## src/sac_map.vh

```
// Purpose: register map and constants for the SAR converter control block
// Assumes: APB with 32-bit data, one aligned word per register
// Notes: all offsets are byte addresses
`ifndef SAC_MAP_VH
`define SAC_MAP_VH
`define SAC_OFF_CONTROL 12'h000
`define SAC_OFF_SELECT 12'h004
`define SAC_OFF_CONFIG 12'h008
`define SAC_OFF_RES_HIGH 12'h00C
`define SAC_OFF_RES_LOW 12'h010
`define SAC_OFF_STATUS 12'h014
`define SAC_CTL_ENABLE 0
`define SAC_CTL_START 1
`define SAC_CFG_GAIN_LO 0
`define SAC_CFG_GAIN_HI 1
`define SAC_CFG_COMPAT 2
`define SAC_SEL_TEMP 4'h8
`define SAC_SEL_SUPPLY 4'h9
`define SAC_SEL_LAST 4'h9
`define SAC_GAIN_1X 2'h1
`define SAC_GAIN_HALF 2'h0
`define SAC_BITS_FULL 4'hA
`define SAC_BITS_COMPAT 4'h8
`define SAC_RESET_SELECT 4'h0
`define SAC_RESET_GAIN 2'h1
`endif

```

## src/sac_sar.v

```verilog
// Purpose: successive-approximation sequencer, one bit per step
// Assumes: comparator answer valid the cycle after a trial code
// Notes: compat mode stops after the upper eight bits
`timescale 1ns/1ps
`include "sac_map.vh"
module sac_sar (
    input wire sys_clk,
    input wire reset_n,
    input wire clk_en,
    input wire start,
    input wire compat,
    input wire cmp_high,
    output reg [9:0] trial,
    output reg busy,
    output reg done,
    output reg [9:0] code
);
    reg [3:0] step;
    reg settle;
    wire [3:0] last_step;
    assign last_step = compat ? `SAC_BITS_COMPAT : `SAC_BITS_FULL;

    always @(posedge sys_clk or negedge reset_n) begin
        if (!reset_n) begin
            trial <= 10'h000;
            busy <= 1'b0;
            done <= 1'b0;
            code <= 10'h000;
            step <= 4'h0;
            settle <= 1'b0;
        end else if (clk_en) begin
            done <= 1'b0;
            if (!busy) begin
                if (start) begin
                    busy <= 1'b1;
                    step <= 4'h0;
                    settle <= 1'b0;
                    trial <= 10'h200;
                end
            end else if (!settle) begin
                // Trial code reaches the DAC one cycle late; wait for it
                settle <= 1'b1;
            end else begin
                settle <= 1'b0;
                // Keep or drop the bit under trial, then try the next one
                if (!cmp_high)
                    trial[4'h9 - step] <= 1'b0;
                if (step + 4'h1 == last_step) begin
                    busy <= 1'b0;
                    done <= 1'b1;
                    code <= cmp_high ? trial :
                        (trial & ~(10'h200 >> step));
                    if (compat)
                        code[1:0] <= 2'h0;
                end else begin
                    step <= step + 4'h1;
                    trial[4'h8 - step] <= 1'b1;
                end
            end
        end
    end
endmodule

```

## src/sac_top.v

```verilog
// Purpose: control side of a 10-bit SAR converter behind APB
// Assumes: analog front end answers cmp_high for the current trial code
// Notes: one clock, zero wait states
//
// The placing of the registers and the APB slave port were decided locally.
`timescale 1ns/1ps
`include "sac_map.vh"
//////////////////////////////////////////////////////////////////////////////
// Behaviour
// - Converter runs only while enable is 1; a conversion under way when enable drops still finishes
// - Enable 0 keeps shutdown, no conversions; new starts are blocked and dac_code is held at zero
// - Ten input sources, negative input is ground
// - Any port pin routable to positive input
// - Temperature sensor or supply also selectable
// - Two-bit field selects gain 1x or 0.5x
// - Half gain full scale equals twice reference
// - Result is 10-bit unsigned code
// - Left-justified across high and low bytes
// - Eight-bit compatibility mode is offered
// - Compat mode: low two bits zero
// - Compat conversion two steps shorter
module sac_top (
    input wire sys_clk,
    input wire reset_n,
    input wire clk_en,
    input wire psel,
    input wire penable,
    input wire pwrite,
    input wire [11:0] paddr,
    input wire [31:0] pwdata,
    output reg [31:0] prdata,
    output reg pready,
    output reg pslverr,
    input wire cmp_high,
    output reg [9:0] dac_code,
    output reg [3:0] mux_select,
    output reg gain_half,
    output reg shutdown
);
    //////////////////////////////////////////////////////////////////////////
    reg enable;
    reg [1:0] gain_sel;
    reg compat;
    reg [7:0] res_high;
    reg [7:0] res_low;
    reg start_req;
    wire [9:0] trial;
    wire busy;
    wire done;
    wire [9:0] code;
    wire wr;
    wire rd;
    wire mapped;

    assign wr = psel && penable && pwrite && pready;
    assign rd = psel && !penable && !pwrite;
    assign mapped = (paddr == `SAC_OFF_CONTROL) ||
        (paddr == `SAC_OFF_SELECT) || (paddr == `SAC_OFF_CONFIG) ||
        (paddr == `SAC_OFF_RES_HIGH) || (paddr == `SAC_OFF_RES_LOW) ||
        (paddr == `SAC_OFF_STATUS);

    sac_sar u_sar (
        .sys_clk(sys_clk),
        .reset_n(reset_n),
        .clk_en(clk_en),
        .start(start_req && enable && !done),
        .compat(compat),
        .cmp_high(cmp_high),
        .trial(trial),
        .busy(busy),
        .done(done),
        .code(code)
    );

    //////////////////////////////////////////////////////////////////////////
    // Bus slave: one setup, one access cycle, read data ready at access
    always @(posedge sys_clk or negedge reset_n) begin
        if (!reset_n) begin
            enable <= 1'b0;
            mux_select <= `SAC_RESET_SELECT;
            gain_sel <= `SAC_RESET_GAIN;
            compat <= 1'b0;
            start_req <= 1'b0;
            prdata <= 32'h00000000;
            pready <= 1'b0;
            pslverr <= 1'b0;
        end else if (clk_en) begin
            pready <= psel && !penable;
            pslverr <= psel && !penable && !mapped;
            if (busy || !enable)
                start_req <= 1'b0;
            if (rd) begin
                case (paddr)
                `SAC_OFF_CONTROL: prdata <= {30'h0, start_req, enable};
                `SAC_OFF_SELECT: prdata <= {28'h0, mux_select};
                `SAC_OFF_CONFIG: prdata <= {29'h0, compat, gain_sel};
                `SAC_OFF_RES_HIGH: prdata <= {24'h0, res_high};
                `SAC_OFF_RES_LOW: prdata <= {24'h0, res_low};
                `SAC_OFF_STATUS: prdata <= {31'h0, busy};
                default: prdata <= 32'h00000000;
                endcase
            end
            if (wr) begin
                case (paddr)
                `SAC_OFF_CONTROL: begin
                    enable <= pwdata[`SAC_CTL_ENABLE];
                    start_req <= pwdata[`SAC_CTL_START] &&
                        pwdata[`SAC_CTL_ENABLE];
                end
                `SAC_OFF_SELECT: begin
                    // Out-of-range codes are ignored; ten sources only
                    if (pwdata[3:0] <= `SAC_SEL_LAST)
                        mux_select <= pwdata[3:0];
                end
                `SAC_OFF_CONFIG: begin
                    gain_sel <= pwdata[`SAC_CFG_GAIN_HI:`SAC_CFG_GAIN_LO];
                    compat <= pwdata[`SAC_CFG_COMPAT];
                end
                default: ;
                endcase
            end
        end
    end

    //////////////////////////////////////////////////////////////////////////
    // Analog-side drive and result capture
    always @(posedge sys_clk or negedge reset_n) begin
        if (!reset_n) begin
            res_high <= 8'h00;
            res_low <= 8'h00;
            dac_code <= 10'h000;
            gain_half <= 1'b0;
            shutdown <= 1'b1;
        end else if (clk_en) begin
            shutdown <= !enable;
            // Half gain doubles the input span seen at full scale
            gain_half <= (gain_sel == `SAC_GAIN_HALF);
            dac_code <= enable ? trial : 10'h000;
            if (done) begin
                res_high <= code[9:2];
                res_low <= {code[1:0], 6'h00};
            end
        end
    end
endmodule

```

## config.mk

```make
export PLATFORM = sky130hd
export DESIGN_NAME = sac_top
export DESIGN_NICKNAME = d
export VERILOG_FILES = /design/src/sac_sar.v /design/src/sac_top.v
export VERILOG_INCLUDE_DIRS = /design/src
export SDC_FILE = /design/constraint.sdc
export NUM_CORES = 1
export LEC_CHECK = 0
export ABC_CLOCK_PERIOD_IN_PS = 2200
export BUFFER_PORTS_ARGS = -buffer_cell sky130_fd_sc_hd__clkbuf_2
export CAP_MARGIN = 30
export CORE_ASPECT_RATIO = 0.7
export CORE_MARGIN = 1
export CORE_UTILIZATION = 53
export DETAILED_ROUTE_END_ITERATION = 8
export PLACE_DENSITY = 0.82
export SLEW_MARGIN = 20
export SYNTH_ARGS = -nofsm -noshare
export SYNTH_HDL_FRONTEND = slang
export SYNTH_HIERARCHICAL = 1
export SYNTH_SLANG_ARGS = --single-unit
```

## constraint.sdc

```tcl
create_clock -name sys_clk -period 2.2 [get_ports sys_clk]
set_input_delay 0.44 -clock sys_clk [delete_from_list [all_inputs] [get_ports sys_clk]]
set_output_delay 0.44 -clock sys_clk [all_outputs]
set_load 0.01 [all_outputs]
```

Yosys cells after proc, flatten, opt, wreduce, memory -nomap -nowiden --
Cells that the tools add are included.
Word-level totals: bits in registers 92, bits of input ports 51, output and inout port bits 50, logic and storage cells 109
Cells by class: add/sub/neg operators 3, order comparisons 5, eq/ne operators 8, shifts and indexed selects 1, mux-type cells 34, bitwise gates (word level) 5, reductions and logical operators 34
Operators with widths (count):
- 10-bit two-way mux | 10
- 8-bit case mux with 6 select lines | 1
- 12-bit by 4-bit equality test with 1-bit output, second input constant | 2
- 12-bit by 5-bit equality test with 1-bit output, second input constant | 2
- 10-bit AND | 2
- 10-bit NOT | 2
- 4-bit two-way mux | 4
- 1-bit two-way mux | 15
- 12-bit by 3-bit equality test with 1-bit output, second input constant | 1
- 12-bit zero test | 1
- 4-bit AND reduction | 3
- 1-bit logical AND | 11
- 4-bit by 5-bit < comparator with 1-bit output, second input constant | 2
- 10-bit OR | 1
- 10-bit by 4-bit right shift with 10-bit output, first input constant | 1
- 3-bit AND reduction | 3
- 1-bit demux with 4-bit select | 2
- 4-bit by 1-bit >= comparator with 1-bit output, second input constant | 2
- 4-bit subtractor, first input constant | 2
- 1-bit logical OR | 6
- 2-bit AND reduction | 3
- 1-bit zero test | 5
- 4-bit by 1-bit adder with 4-bit output, second input constant | 1
- 4-bit equality test | 1
- 5 further kinds | 7

Longest topological paths before layout --
depth after elaboration 15, mapped depth 7, depth with buffers taken out 6

Cells and area by module --
The synthesis kept the hierarchy.
Modules (own cells, without submodules):
- sac_top | instances 1, cells each 207, area an instance 2153.3 µm²
- sac_sar | instances 1, cells each 158, area an instance 1501.4 µm²

Least setup slack after synthesis --
Ideal clock, no wire load.
path type reg-to-reg, start point register u_sar.step[0], end point register u_sar.step[3], data arrival time 1.844 ns, data required time 2.074 ns, setup slack 0.230 ns, stages on the path, launching flop included 7, buffers on the path 0, cells stage by stage dfrtp_1 > ha_1 > ha_1 > and2_1 > and3_1 > a21o_1 > a221o_1
On the way: longest elaborated chain between the ends 4
RTL lines:
- start, declared | RTL line sac_sar.v:18 | reg [3:0] step;
- start signal, assigned | RTL line sac_sar.v:56 | step <= step + 4'h1;
- 4-bit by 1-bit adder with 4-bit output * | RTL line sac_sar.v:48, sac_sar.v:56
- 4-bit equality test or 4-bit two-way mux (tied branches) | RTL line sac_sar.v:48 | if (step + 4'h1 == last_step) begin
- 2-bit != test (no line) or 4-bit two-way mux (tied branches)
- 4-bit AND reduction (no line) or 4-bit two-way mux (tied branches)
Every way passes the cells marked *; elsewhere a longest branch is shown, timed or not. The select of a mux whose other input is x is not followed. A chain may end at the register's enable or synchronous reset.

Worst setup path in the final report --
Ends and elaborated chain as after synthesis.

==> flow_metrics.tcl <==
set metrics [dict create \
    max_freq_mhz 480 \
    whs_ns 0.0415 \
    synthMostInstantiatedCell "dfrtp_1" \
    hold_viol_final 0 \
    synthSimpleGateAreaFrac 0.154 \
    cts_max_level 3 \
    drv_cap 0 \
    critical_path_required_ns 2.43 \
    avgRoutedWirePerCell_um 16.1 \
    globalRouteOverflowTotal 0 \
    synth_top_family_by_area "simple AND/OR/NAND/NOR gates" \
    start_util 0.569 \
    yosys.area_share.adder 0.0342 \
    die_w_um 101 \
    ctsRootBufferMaster "clkbuf_8" \
    seq_area_frac_synth 0.466 \
    syn_area_per_cell_um2 10.0 \
    grt_setup_unrepaired "no" \
    yosysWarnings 6 \
    synth_common_cells "dfrtp_1 (66), o21ai_0 (43), nand2_1 (30)" \
    clockBufferDepth 2 \
    path_max_fanout 7 \
    drc 0 \
    drive_gt1_frac 0.259 \
    status "finished, final reports clean" \
    dpl.hpwl_mm 6.25 \
    num-fill-cells 542 \
    antenna_cells 0 \
    syn_area_um2 3650 \
    cts_setup_buffers 0 \
    final_nets 484 \
    synth-seq-cells 68 \
    io_pins 101 \
    synthArstFlopShare 1.00 \
    tns_ns 0 \
    skew_ns 0.00586 \
    fin_crit_sh 0.948 \
    ys_types 58 \
    startpoint "u_sar/step[0]" \
    cp-start-kind "register" \
    critPathCaptureType "register" \
    slew-limit-headroom 0.665 \
    dr.pass1.iters 5 \
    vias_per_cell 5.50 \
    r2r-start "u_sar/step[0]" \
    dieArea_um2 7240 \
    cts.sinks 68 \
    hold_class "input pin to asynchronous set/reset pin" \
    syn_to_final_growth_pct 15.2 \
    syn_inst 365 \
    num_vias 2855 \
    grtUsageTotal 0.259 \
    synth_enable_flop_cells 0 \
    synth-compound-area-share 0.141 \
    ir_drop_uv 429 \
    synth.top_cell.area_share 0.452 \
    wl_mm 8.38 \
    die_h_um 71.5 \
    drt_iter0_drc 254 \
    max_slew.worst_pin.slew_ns 0.501 \
    hold_buffers 0 \
    cts_tree "yes" \
    reg2reg_slack_ns 0.12 \
    power_leakage_nw 1.99 \
    netlist_top_cells_area "dfrtp_1 (45%), mux2_2 (6.5%), o21ai_0 (5.9%)" \
    place_congestion 0.867 \
    critical_path_arrival_ns 2.31 \
    worstSetupPathType "register to register" \
    synth.mux.area_fraction 0.0883 \
    antenna_found_initial 0 \
    synth_xor_area_frac 0.0120 \
    yosys_most_used_dff "dfrtp_1" \
    clkLatencyLatePin_ns 0.34 \
    ant_nets 0 \
    rows 24 \
    grt_pass1_vias 2807 \
    setup_violations 0 \
    final.min_clock_period_ns 2.08 \
    grt_pass1_wl_mm 14.1 \
    synth_area_leader_cell "dfrtp_1" \
    clk_pin_slew_ns 0.07 \
    cts_buffers 9 \
    powerDensity_nw_per_um2 633 \
    grt_max_degree 49 \
    slew_violations 0 \
    core_um2 6430 \
    portBuffers 48 \
]
-- where the power goes --
group | internal [mW] | total, mW | leakage [nW] | switching (mW)
Clock | 0.791 | 1.28 | 0.124 | 0.488
Sequential | 1.25 | 1.25 | 0.929 | 0.00227
Combinational | 0.0356 | 0.131 | 0.939 | 0.0953
-- placed cells by master (no fill, tap or decap), drive strengths merged, types with 9 or more instances in the layout --
cell,Yosys,routed
buf,34,17
clkbuf,6,58
conb,1,24
dfrtp,66,66
ha,10,10
inv,28,29
mux2,23,23
nand2,30,30
nand3,17,17
nor2,16,16
nor3,9,9
o21ai,44,44
-- critical path, stage by stage, from the launching register on --
cell and delay, ns:
dfrtp_2 0.46, ha_1 0.23, ha_1 0.29, and2_1 0.19, and3_1 0.21, a21o_1 0.23, a221o_1 0.36
-- per-layer routing --
metal  wire (µm)  vias to the layer above  global-route usage
met4          63                        0              0.0757
met2        3710                      115               0.376
met5           0                        -                   0
met3         639                        9              0.0771
li1            -                     1360                   -
met1        3970                     1371               0.375
-- sequential cells by signal, summed over array words and instances, names as in the netlist --
register,flops
gain_sel,2
u_sar/code,10
enable,1
compat,1
start_req,1
gain_half,1
dac_code,10
pready,1
pslverr,1
u_sar/settle,1
mux_select,4
res_low,2
shutdown,1
u_sar/done,1
u_sar/busy,1
prdata,8
u_sar/step,4
res_high,8
u_sar/trial,10
-- cells by family (layout without fill, tap and decap cells) --
logic type	after synthesis	count (layout)
flops	68	68
compound gates	79	79
other cells	1	24
xor+xnor	5	5
simple gates	105	105
fa+ha+maj	10	10
mux	29	29
buf+inv	68	108
-- path summary, 6_finish.rpt --
| check | to | depth (start not counted) |
|---|---|---|
| worst max-delay path | u_sar/step[3] | 6 |
| worst min-delay path | prdata[3] | 1 |
| worst max register to register | u_sar/step[3] | 6 |
| worst min register to register | u_sar/code[1] | 2 |
| max in group asynchronous | shutdown | 2 |
| min in group sys_clk | mux_select[3] | 2 |
-- final cells by class --
type	count	area [µm²]	area share
clock buffer	11	141	0.0336
clock inverter	5	108	0.0256
inverter	28	105	0.0250
multi-input combinational	252	1660	0.395
sequential	68	1710	0.405
tap	91	114	0.0271
timing repair buffer	64	373	0.0886
-- stage by stage --
stage / cell area (µm²) / cells / util / total power [mW] / setup WS, ns
3_5_place_dp: 3960 / 503 / 0.616 / 1.41 / 0.115
2_1_floorplan: 3740 / 388 / - / 1.37 / 0.230
4_1_cts: 4210 / 519 / 0.655 / 2.69 / 0.0867
5_1_grt: 4210 / 519 / 0.655 / 2.76 / 0.00596
6_report: 4210 / 519 / 0.655 / 2.66 / 0.115
3_3_place_gp: 3960 / 503 / 0.616 / 1.41 / 0.156
-- repair_timing --
| item | CTS | global route |
|---|---|---|
| endpoints found under the setup margin | 0 | 4 |
| endpoints found under the hold margin | 0 | 0 |
| gates resized for setup | 0 | 1 |
Note: power is estimated with default switching activity, not from simulation.
